**src/rtl/smb_pkg.sv**
```systemverilog
// Package of constants and carrier types for the system memory bus interface
package smb_pkg;

	// Address windows for the chip selects
	localparam logic [31:0] PROM_BASE  = 32'h1f00_0000;
	localparam logic [31:0] PROM_LAST  = 32'h1fff_ffff;
	localparam logic [31:0] IO_BASE    = 32'h1e00_0000;
	localparam logic [31:0] IO_LAST    = 32'h1eff_ffff;

	// Data path geometry
	localparam int DATA_W     = 32;
	localparam int LANES      = 4;
	localparam int NARROW_BEATS = 4;
	localparam int FIFO_DEPTH = 8;

	// Default wait-state count and its counter width
	localparam int          WAIT_W       = 4;
	localparam logic [3:0]  WAIT_DEFAULT = 4'h3;

	// Request from the core side
	typedef struct packed {
		logic [31:0] addr;
		logic [31:0] wdata;
		logic [3:0]  be;
		logic        write;
		logic        dram;
	} smb_req_t;

	// Read answer to the core side
	typedef struct packed {
		logic [31:0] rdata;
		logic        perr;
	} smb_rsp_t;

	localparam int REQ_W = $bits(smb_req_t);
	localparam int RSP_W = $bits(smb_rsp_t);

	// Bus sequencer states
	typedef enum logic [4:0] {
		ST_IDLE  = 5'b00001,
		ST_ROW   = 5'b00010,
		ST_COL   = 5'b00100,
		ST_WAIT  = 5'b01000,
		ST_DONE  = 5'b10000
	} smb_state_t;

endpackage

```
**src/rtl/smb_fifo.sv**
```systemverilog
// Small synchronous FIFO with valid/ready on both sides
`timescale 1ns/1ps
`default_nettype none
module smb_fifo #(
	parameter int WIDTH = 32,
	parameter int DEPTH = 8
) (
	// Clock and reset
	input  wire logic             clock,
	input  wire logic             nrst,
	// Fill side
	input  wire logic             in_valid,
	output logic                  in_ready,
	input  wire logic [WIDTH-1:0] in_data,
	// Drain side
	output logic                  out_valid,
	input  wire logic             out_ready,
	output logic [WIDTH-1:0]      out_data
);
	localparam int AW = $clog2(DEPTH);

	logic [WIDTH-1:0] mem_q [DEPTH];
	logic [AW-1:0]    wr_q;
	logic [AW-1:0]    rd_q;
	logic [AW:0]      cnt_q;
	logic             push;
	logic             pop;

	// Honest flags straight from the count
	assign in_ready  = (cnt_q != (AW+1)'(DEPTH));
	assign out_valid = (cnt_q != '0);
	assign out_data  = mem_q[rd_q];
	assign push      = in_valid && in_ready;
	assign pop       = out_valid && out_ready;

	// Storage write
	always_ff @(posedge clock)
	begin
		if (push)
			mem_q[wr_q] <= in_data;
	end

	// Pointers and occupancy
	always_ff @(posedge clock)
	begin
		if (!nrst)
		begin
			wr_q  <= '0;
			rd_q  <= '0;
			cnt_q <= '0;
		end
		else
		begin
			if (push)
				wr_q <= (wr_q == AW'(DEPTH-1)) ? '0 : wr_q + 1'b1;
			if (pop)
				rd_q <= (rd_q == AW'(DEPTH-1)) ? '0 : rd_q + 1'b1;
			cnt_q <= cnt_q + (AW+1)'(push) - (AW+1)'(pop);
		end
	end
endmodule
`default_nettype wire

```
**src/rtl/smb_bus_if.sv**
```systemverilog
// System memory bus interface: sequencer, strobes, parity, chip selects
`timescale 1ns/1ps
`default_nettype none

// Functional notes
// Byte-wide peripherals sit on one byte lane
// Narrow port reads take bits 7:0
// Mux select high row, low column
// DRAM output enable when DRAM drives data
// Even parity per byte lane
// Always generate; check only when enabled
// Parity error flagged, status posted
// Row strobe marks row address phase
// Transaction holds until ready
// Auto wait states end chip-selected cycles
// Early external ready ends cycle early
// PROM select over its window
// I/O select over its window
// Start strobe low one cycle
// Narrow-port logic never enables parity check
// Read strobe during read transactions
// DMA read strobe drives DRAM output enable
// Read-cycle output high-active for reads; the code drives read_cycle_out_n low for reads
// Watch read-cycle input while not master
// Cache test master drives read-cycle input
// Byte write strobes only for valid lanes
// Narrow reads run four wrapping byte cycles
// Column strobe marks column address phase
// Parity error one cycle after ready
module smb_bus_if #(
	parameter int WAIT_W = smb_pkg::WAIT_W
) (
	// Clock and reset
	input  wire logic                  clock,
	input  wire logic                  nrst,
	// Core request stream
	input  wire logic                  req_valid,
	output logic                       req_ready,
	input  wire smb_pkg::smb_req_t     req,
	// Read answer stream
	output logic                       rsp_valid,
	input  wire logic                  rsp_ready,
	output smb_pkg::smb_rsp_t          rsp,
	// Wait-state control and status
	input  wire logic                  auto_wait_en,
	input  wire logic [WAIT_W-1:0]     wait_count,
	output logic                       parity_status,
	// Bus ownership and snooping
	input  wire logic                  bus_granted,
	input  wire logic                  snoop_cacheable_n,
	input  wire logic                  snoop_strobe_n,
	output logic                       snoop_invalidate,
	// Memory bus outputs
	output logic [31:0]                addr_out,
	output logic [31:0]                data_out,
	output logic                       data_out_en_n,
	output logic [3:0]                 parity_out,
	output logic                       transaction_start_n,
	output logic                       read_strobe_out_n,
	output logic                       read_cycle_out_n,
	output logic [3:0]                 byte_write_strobes_n,
	output logic                       boot_prom_select_n,
	output logic                       io_window_select_n,
	output logic                       parity_error,
	// DRAM control
	output logic                       dram_row_col_select,
	output logic                       dram_output_enable_n,
	output logic                       dram_row_strobe_n,
	output logic                       dram_col_strobe_n,
	// Memory bus inputs (pins)
	input  wire logic [31:0]           data_in,
	input  wire logic [3:0]            parity_in,
	input  wire logic                  transfer_ready_n,
	input  wire logic                  parity_check_enable_n,
	input  wire logic                  narrow_port_n,
	input  wire logic                  read_strobe_in_n,
	input  wire logic                  read_cycle_in_n
);

	// Even parity bit for one byte
	function automatic logic byte_par(input logic [7:0] b);
		byte_par = ^b;
	endfunction

	// Per-lane parity of a word
	function automatic logic [3:0] word_par(input logic [31:0] w);
		for (int i = 0; i < 4; i++)
			word_par[i] = byte_par(w[8*i +: 8]);
	endfunction

	// Pin synchronisers: three stages, second and third must agree
	logic [2:0] rdy_s;
	logic [2:0] pen_s;
	logic [2:0] nar_s;
	logic [2:0] rdi_s;
	logic [2:0] rti_s;
	logic [2:0] csh_s;
	logic [2:0] sst_s;
	logic       rdy_q;
	logic       pen_q;
	logic       nar_q;
	logic       rdi_q;
	logic       rti_q;
	logic       csh_q;
	logic       sst_q;

	// Synchronise control pins; filtered level updates on agreement
	always_ff @(posedge clock)
	begin
		if (!nrst)
		begin
			rdy_s <= 3'h7;
			pen_s <= 3'h7;
			nar_s <= 3'h7;
			rdi_s <= 3'h7;
			rti_s <= 3'h7;
			csh_s <= 3'h7;
			sst_s <= 3'h7;
			rdy_q <= 1'b1;
			pen_q <= 1'b1;
			nar_q <= 1'b1;
			rdi_q <= 1'b1;
			rti_q <= 1'b1;
			csh_q <= 1'b1;
			sst_q <= 1'b1;
		end
		else
		begin
			rdy_s <= {rdy_s[1:0], transfer_ready_n};
			pen_s <= {pen_s[1:0], parity_check_enable_n};
			nar_s <= {nar_s[1:0], narrow_port_n};
			rdi_s <= {rdi_s[1:0], read_strobe_in_n};
			rti_s <= {rti_s[1:0], read_cycle_in_n};
			csh_s <= {csh_s[1:0], snoop_cacheable_n};
			sst_s <= {sst_s[1:0], snoop_strobe_n};
			if (rdy_s[1] == rdy_s[2])
				rdy_q <= rdy_s[2];
			if (pen_s[1] == pen_s[2])
				pen_q <= pen_s[2];
			if (nar_s[1] == nar_s[2])
				nar_q <= nar_s[2];
			if (rdi_s[1] == rdi_s[2])
				rdi_q <= rdi_s[2];
			if (rti_s[1] == rti_s[2])
				rti_q <= rti_s[2];
			if (csh_s[1] == csh_s[2])
				csh_q <= csh_s[2];
			if (sst_s[1] == sst_s[2])
				sst_q <= sst_s[2];
		end
	end

	// Request FIFO: back-pressure reaches the core through req_ready
	logic                 fifo_valid;
	logic                 fifo_take;
	smb_pkg::smb_req_t    cur;

	smb_fifo #(
		.WIDTH (smb_pkg::REQ_W),
		.DEPTH (smb_pkg::FIFO_DEPTH)
	) u_req_fifo (
		.clock     (clock),
		.nrst      (nrst),
		.in_valid  (req_valid),
		.in_ready  (req_ready),
		.in_data   (req),
		.out_valid (fifo_valid),
		.out_ready (fifo_take),
		.out_data  (cur)
	);

	smb_pkg::smb_state_t  st_q;
	smb_pkg::smb_req_t    hold_q;
	logic [WAIT_W-1:0]    wcnt_q;
	logic [1:0]           beat_q;
	logic                 narrow_q;
	logic                 cs_q;
	logic [31:0]          rbuf_q;
	logic                 perr_acc_q;
	logic                 ready_now;
	logic                 last_beat;
	logic [1:0]           lane;
	logic                 in_prom;
	logic                 in_io;

	// Window decode of the next request
	assign in_prom = (cur.addr >= smb_pkg::PROM_BASE) &&
		(cur.addr <= smb_pkg::PROM_LAST);
	assign in_io   = (cur.addr >= smb_pkg::IO_BASE) &&
		(cur.addr <= smb_pkg::IO_LAST);

	// Start only when idle, owning the bus and the answer slot is free;
	// a ready still held from the last access must drop first, or it
	// would end the next access at once (a ready tied low stalls here)
	assign fifo_take = (st_q == smb_pkg::ST_IDLE) && fifo_valid &&
		!bus_granted && !rsp_valid && rdy_q;

	// ready ends cycle
	// External ready always wins; counter expiry ends chip-selected cycles
	assign ready_now = !rdy_q ||
		// auto wait expiry
		(auto_wait_en && cs_q && (wcnt_q == wait_count));
	assign last_beat = !narrow_q || (beat_q == 2'h3);
	// Lane of the current narrow beat, wrapping within the word
	assign lane      = hold_q.addr[1:0] + beat_q;

	// Transaction sequencer
	always_ff @(posedge clock)
	begin
		if (!nrst)
			st_q <= smb_pkg::ST_IDLE;
		else
		begin
			unique case (st_q)
				smb_pkg::ST_IDLE:
					if (fifo_take)
						st_q <= cur.dram ? smb_pkg::ST_ROW : smb_pkg::ST_WAIT;
				smb_pkg::ST_ROW:
					st_q <= smb_pkg::ST_COL;
				smb_pkg::ST_COL:
					st_q <= smb_pkg::ST_WAIT;
				smb_pkg::ST_WAIT:
					if (ready_now)
						st_q <= last_beat ? smb_pkg::ST_DONE :
							(hold_q.dram ? smb_pkg::ST_ROW : smb_pkg::ST_WAIT);
				smb_pkg::ST_DONE:
					st_q <= smb_pkg::ST_IDLE;
				default:
					st_q <= smb_pkg::ST_IDLE;
			endcase
		end
	end

	// Transaction context, beat and wait counters
	always_ff @(posedge clock)
	begin
		if (!nrst)
		begin
			hold_q   <= '0;
			wcnt_q   <= '0;
			beat_q   <= 2'h0;
			narrow_q <= 1'b0;
			cs_q     <= 1'b0;
		end
		else if (fifo_take)
		begin
			hold_q   <= cur;
			wcnt_q   <= '0;
			beat_q   <= 2'h0;
			// narrow read, writes ignore it
			narrow_q <= !nar_q && !cur.write;
			cs_q     <= in_prom || in_io;
		end
		else if (st_q == smb_pkg::ST_WAIT)
		begin
			if (ready_now)
			begin
				wcnt_q <= '0;
				beat_q <= beat_q + 2'h1;
			end
			else if (wcnt_q != wait_count)
				wcnt_q <= wcnt_q + 1'b1;
		end
	end

	// Address and write data; narrow beats wrap within the word
	always_ff @(posedge clock)
	begin
		if (!nrst)
		begin
			addr_out      <= '0;
			data_out      <= '0;
			parity_out    <= 4'h0;
			data_out_en_n <= 1'b1;
		end
		else if (fifo_take)
		begin
			addr_out      <= cur.addr;
			data_out      <= cur.wdata;
			// parity generated with writes
			parity_out    <= word_par(cur.wdata);
			data_out_en_n <= !cur.write;
		end
		else if (st_q == smb_pkg::ST_WAIT && ready_now && !last_beat)
			// next wrapped byte address
			addr_out[1:0] <= lane + 2'h1;
		else if (st_q == smb_pkg::ST_DONE)
			data_out_en_n <= 1'b1;
	end

	// Strobes and chip selects, registered straight to the pins
	always_ff @(posedge clock)
	begin
		if (!nrst)
		begin
			transaction_start_n  <= 1'b1;
			read_strobe_out_n    <= 1'b1;
			read_cycle_out_n     <= 1'b1;
			byte_write_strobes_n <= 4'hf;
			boot_prom_select_n   <= 1'b1;
			io_window_select_n   <= 1'b1;
		end
		else if (fifo_take)
		begin
			// one-cycle start strobe
			transaction_start_n  <= 1'b0;
			// read indications
			read_strobe_out_n    <= cur.write;
			read_cycle_out_n     <= cur.write;
			// only lanes with valid data
			byte_write_strobes_n <= cur.write ? ~cur.be : 4'hf;
			// PROM window
			boot_prom_select_n   <= !in_prom;
			// I/O window
			io_window_select_n   <= !in_io;
		end
		else
		begin
			transaction_start_n <= 1'b1;
			if (st_q == smb_pkg::ST_WAIT && ready_now && last_beat)
			begin
				read_strobe_out_n    <= 1'b1;
				read_cycle_out_n     <= 1'b1;
				byte_write_strobes_n <= 4'hf;
				boot_prom_select_n   <= 1'b1;
				io_window_select_n   <= 1'b1;
			end
		end
	end

	// DRAM strobes; mux select high for row, low for column
	always_ff @(posedge clock)
	begin
		if (!nrst)
		begin
			dram_row_col_select  <= 1'b1;
			dram_row_strobe_n    <= 1'b1;
			dram_col_strobe_n    <= 1'b1;
			dram_output_enable_n <= 1'b1;
		end
		else
		begin
			// row phase; select drops with the column phase
			dram_row_col_select <= !((st_q == smb_pkg::ST_COL) ||
				(st_q == smb_pkg::ST_WAIT && hold_q.dram));
			dram_row_strobe_n   <= !((st_q == smb_pkg::ST_ROW) ||
				(st_q == smb_pkg::ST_COL) ||
				(st_q == smb_pkg::ST_WAIT && hold_q.dram));
			// column phase
			dram_col_strobe_n   <= !((st_q == smb_pkg::ST_COL) ||
				(st_q == smb_pkg::ST_WAIT && hold_q.dram));
			// own DRAM read or DMA read
			dram_output_enable_n <= !((hold_q.dram && !hold_q.write &&
				(st_q == smb_pkg::ST_COL || st_q == smb_pkg::ST_WAIT)) ||
				(bus_granted && !rdi_q));
		end
	end

	// Read capture and parity check on each ready
	always_ff @(posedge clock)
	begin
		if (!nrst)
		begin
			rbuf_q     <= '0;
			perr_acc_q <= 1'b0;
		end
		else if (fifo_take)
			perr_acc_q <= 1'b0;
		else if (st_q == smb_pkg::ST_WAIT && ready_now && !hold_q.write)
		begin
			// narrow data only from bits 7:0
			if (narrow_q)
				rbuf_q[8*lane +: 8] <= data_in[7:0];
			else
				rbuf_q <= data_in;
			// check only when enabled
			if (!pen_q && (word_par(data_in) != parity_in))
				perr_acc_q <= 1'b1;
		end
	end

	// Error pulse, sticky status and read answer
	always_ff @(posedge clock)
	begin
		if (!nrst)
		begin
			parity_error  <= 1'b0;
			parity_status <= 1'b0;
			rsp_valid     <= 1'b0;
			rsp           <= '0;
		end
		else
		begin
			// one-cycle error after final ready
			parity_error <= (st_q == smb_pkg::ST_DONE) && perr_acc_q;
			if (st_q == smb_pkg::ST_DONE && perr_acc_q)
				parity_status <= 1'b1;
			if (st_q == smb_pkg::ST_DONE && !hold_q.write)
			begin
				rsp_valid  <= 1'b1;
				rsp.rdata  <= rbuf_q;
				rsp.perr   <= perr_acc_q;
			end
			else if (rsp_ready)
				rsp_valid <= 1'b0;
		end
	end

	// snoop: cacheable write by another master invalidates
	always_ff @(posedge clock)
	begin
		if (!nrst)
			snoop_invalidate <= 1'b0;
		else
			snoop_invalidate <= bus_granted && !csh_q && !sst_q && rti_q;
	end
endmodule
`default_nettype wire

```
**config.mk**
```make
export PLATFORM = sky130hd
export DESIGN_NAME = smb_bus_if
export DESIGN_NICKNAME = d
export VERILOG_FILES = /design/src/rtl/smb_pkg.sv /design/src/rtl/smb_fifo.sv /design/src/rtl/smb_bus_if.sv
export SDC_FILE = /design/constraint.sdc
export NUM_CORES = 1
export LEC_CHECK = 0
export BUFFER_PORTS_ARGS = -buffer_cell sky130_fd_sc_hd__buf_2
export CAP_MARGIN = 30
export CORE_UTILIZATION = 38
export CTS_BUF_LIST = sky130_fd_sc_hd__clkbuf_8
export DETAILED_ROUTE_END_ITERATION = 6
export RECOVER_POWER = 50
export SETUP_SLACK_MARGIN = 0.1
export SLEW_MARGIN = 10
export SYNTH_ARGS = -nofsm -noshare
export SYNTH_HDL_FRONTEND = slang
export SYNTH_SLANG_ARGS = --single-unit
```
**constraint.sdc**
```tcl
create_clock -name clock -period 7.8 [get_ports clock]
set_input_delay 0.39 -clock clock [delete_from_list [all_inputs] [get_ports clock]]
set_output_delay 0.39 -clock clock [all_outputs]
set_load 0.02 [all_outputs]
```
==> results.md <==
- Run status: finished, violations left
- Failing checks: max-capacitance violations, max-slew violations
- Slew @ Worst Pin: between 3000 and 4000 ps
- HP Class: input port to register
- Critical path class: input port to register
- Avg Cell Area, Syn: around 17 µm²
- Yosys cell types: 54
- Core Util, Final: between 40 and 50%
- Synthesized instance count: 1753
- Power share of the combinational group: 22.3%
- Clk_skew: about 36 ps
- Seq/Total Area, Yosys: 71.6%
- Final Hold Viols: 0
- Routed length per instance: between 20 and 25 µm
- Via count: around 17000
- DR pass1 iterations: 5
- Syn Nets: 1893
- Height of the die: 280 µm
- Reg clk slew, reported paths: 60 ps
- Tmin final: between 4000 and 5000 ps
- Setup TNS: 0 ps
- Largest net degree at the start of global routing: ~110
- Number of global-route vias before repair: roughly 17000
- Worst setup SP type: input port
- Buf/Inv on CP: 5
- HPWL Detailed: around 40000 µm
- Leakage power: 11.3 nW
- XOR/XNOR Fraction of Synth Area: between 2 and 2.5%
- Clock sinks: between 700 and 800
- Count of final setup violators: 0
- Total Wirelength: ~69000 µm
- Synth area leaders: edfxtp_1, dfxtp_1, mux4_2
- Max_slew headroom: -163%
- Worst skew pair latency: a little under 800 ps
- Vias per cell: between 5 and 6
- Power Dens Cells: ~310 nW/µm²
- Area delta synth->final: 19.2%
- Post-CTS Setup Inserts: 0
- Drt drc: 0
- Clock buffer depth: 3
- Post-synth EDFFs: 560
- Mapped Area: 29300 µm²
- RSZ-0062 raised after global routing: no
- Switching portion of total power: between 20% and 30%
- Max-slew violation count: roughly 170
- Number of max-cap violations: 3
- Top_reg_cell synth: edfxtp_1
- Detail Route Antenna Nets: 0
- Element type at the critical path end: register
- IO Count: between 200 and 250
- Fmax: about 0.21 GHz
- Psw: approximately 0.0033 W
- Yosys top cell area share: around 57%
- Slowest cell on the critical path: clkbuf_1
- Share of layout cells above drive strength 1: a little under a fifth
- Gp weighted congestion: 0.813
- P_int: a little under 0.008 W
- # rows: around 100
- Clock Root Buffer: clkbuf_8
- CTS tree: done
- DIE WIDTH: approximately 280 µm
- Critical-path cell list: dlygate4sd3_1 > clkbuf_1 > clkinvlp_2 > clkbuf_1 > buf_4 > a211oi_1
- Initial core utilization: between 30% and 40%
- Worst path max stage delay: roughly 2800 ps
- Cell mode on critical path: clkbuf_1
- Asr flop ratio synth: 0%
- Port Buffers: about 240
- Crit Path Max Fanout: between 80 and 90
- Combinational family with the most area after synthesis: multiplexers
- All-Layer GR Usage: 17.9%
- Tcrit/Tclk final: between 50% and 60%
- Clock power share: between 30 and 40%
- Cell family with most CP delay: buffers and inverters
- Core footprint: around 76000 µm²
- Arr. time, crit path: roughly 5300 ps
- Ys Warns: 0
- Synth Register Bits: between 700 and 800
- GRT Residual Overflow: 0
- Compound-cell area share of the yosys netlist: a little under 5%
- Simple-gate area share of the yosys netlist: under 10%
- Die area: 78200 µm²
- H-tree levels: 4
- TritonCTS buffer count: ~130
- Reg power frac: 45.6%
- Multiplexer share of the synthesized area: 13.2%
- First-pass GRT wire length: around 100000 µm
- Peak supply drop: 177 µV
- Total Nets Final: approximately 2300
- Area leader, netlist: edfxtp_1
- Synth Area in Adders: 0.752%
- Worst EP required: ~8400 ps
- Initial antenna violation count: 10
- Drt initial violations: about 1100
## layout by cell type, fill, tap and decap left out, types with 10 or more instances in the layout
master         instances
clkinv_1              16
a211oi_1              86
buf_2                 53
dfxtp_1              205
edfxtp_1             560
clkbuf_8             145
mux2i_1               73
nor3_1                13
o21ai_0               17
xnor2_1               49
dlygate4sd3_1         88
nor2_1               122
nand2b_1              27
ha_1                  16
nand2_1              110
xor2_1                15
nor2b_1               29
a21oi_1               96
nand3_1               10
inv_1                 70
clkbuf_1             193
buf_4                 25
mux4_2               138
## per-stage QoR
stage | hold WS, ps | total power [W] | std cells | worst slack (ps) | area, µm²
after global placement | 400 | 0.00755 | 2956 | 4040 | 31600
after floorplan | 386 | 0.00683 | 1753 | 1300 | 29300
after global routing | 57.9 | 0.0115 | 3292 | 2840 | 34900
final | 89.2 | 0.0110 | 3292 | 3130 | 34900
after detailed placement | 410 | 0.00758 | 2956 | 4000 | 31600
after CTS | 5.27 | 0.0112 | 3285 | 3980 | 35100
## cell usage after synthesis, types with 29 or more instances
| cell type | number |
|---|---|
| nor2b_1 | 29 |
| xnor2_1 | 49 |
| edfxtp_1 | 560 |
| a21oi_1 | 96 |
| mux4_2 | 138 |
| nor2_1 | 126 |
| nand2_1 | 110 |
| a211oi_1 | 86 |
| mux2i_1 | 73 |
| clkbuf_1 | 52 |
| dfxtp_1 | 208 |
## logic make-up after synthesis
| logic type | Yosys count |
|---|---|
| AO/OA/AOI/OAI | 220 |
| multiplexers | 213 |
| flip-flops | 768 |
| XOR/XNOR | 68 |
| buffers and inverters | 112 |
| adder cells (fa/ha/maj) | 17 |
| AND/OR/NAND/NOR | 355 |
## registers in the layout (all words and copies together) (netlist names), 4 cells and up, named ones only
signal and count:
u_req_fifo.cnt_q 4, u_req_fifo.mem_q 560, rsp 33, st_q 5
byte_write_strobes_n 4, data_out 32, wcnt_q 4, hold_q 4
parity_out 4, addr_out 32, rbuf_q 32
## power groups by stage
stage	clock [W]	sequential, W	combinational (W)
after floorplan	0	0.00517	0.00166
after global placement	0	0.00507	0.00248
after detailed placement	0	0.00509	0.00250
after CTS	0.00362	0.00501	0.00255
after global routing	0.00381	0.00505	0.00267
final	0.00352	0.00501	0.00245
## layer usage
layer / routed length (µm) / GRT usage [%]
met1: 30200 / 23.3
met2: 33800 / 29.4
met3: 3820 / 4.40
met4: 1320 / 5.69
met5: 90 / 0
## worst register-to-register path: stages (launching register included)
cell and delay, ps:
dfxtp_1 320, inv_1 70, ha_1 210, nand2_1 80
nand2_1 260, nor3_1 270, clkbuf_1 1320, buf_4 960
## path summary, 6_finish.rpt
path                                                      from                                 to  slack (ps)  cells past startpoint
worst max-delay path                                      nrst           addr_out[4]$_SDFFE_PN0N_        3130                      6
worst min-delay path                               data_in[17]            rbuf_q[17]$_SDFFE_PN0P_          90                      4
worst max register to register  u_req_fifo.cnt_q[2]$_SDFF_PN0_  u_req_fifo.mem_q[2][35]$_DFFE_PP_        3890                      7
worst min register to register             pen_s[0]$_SDFF_PN1_                pen_s[1]$_SDFF_PN1_         410                      1
## layout make-up
type,count,area [µm²]
fillers,6771,41100
repair buffers,362,2130
well taps,1030,1290
multi-input cells,873,7870
inverters,15,57.6
clock inverters,97,592
diodes,2,5.00
clock buffers,145,2000
flip-flops and latches,768,21000
## repair_timing
action | 4_1_cts | 5_1_grt
endpoints found under the hold margin | 588 | 4
hold buffers | 87 | 1
gates resized for setup | 0 | 0
endpoints found under the setup margin | 0 | 0
No activity file was read; power rests on OpenSTA's default activity.
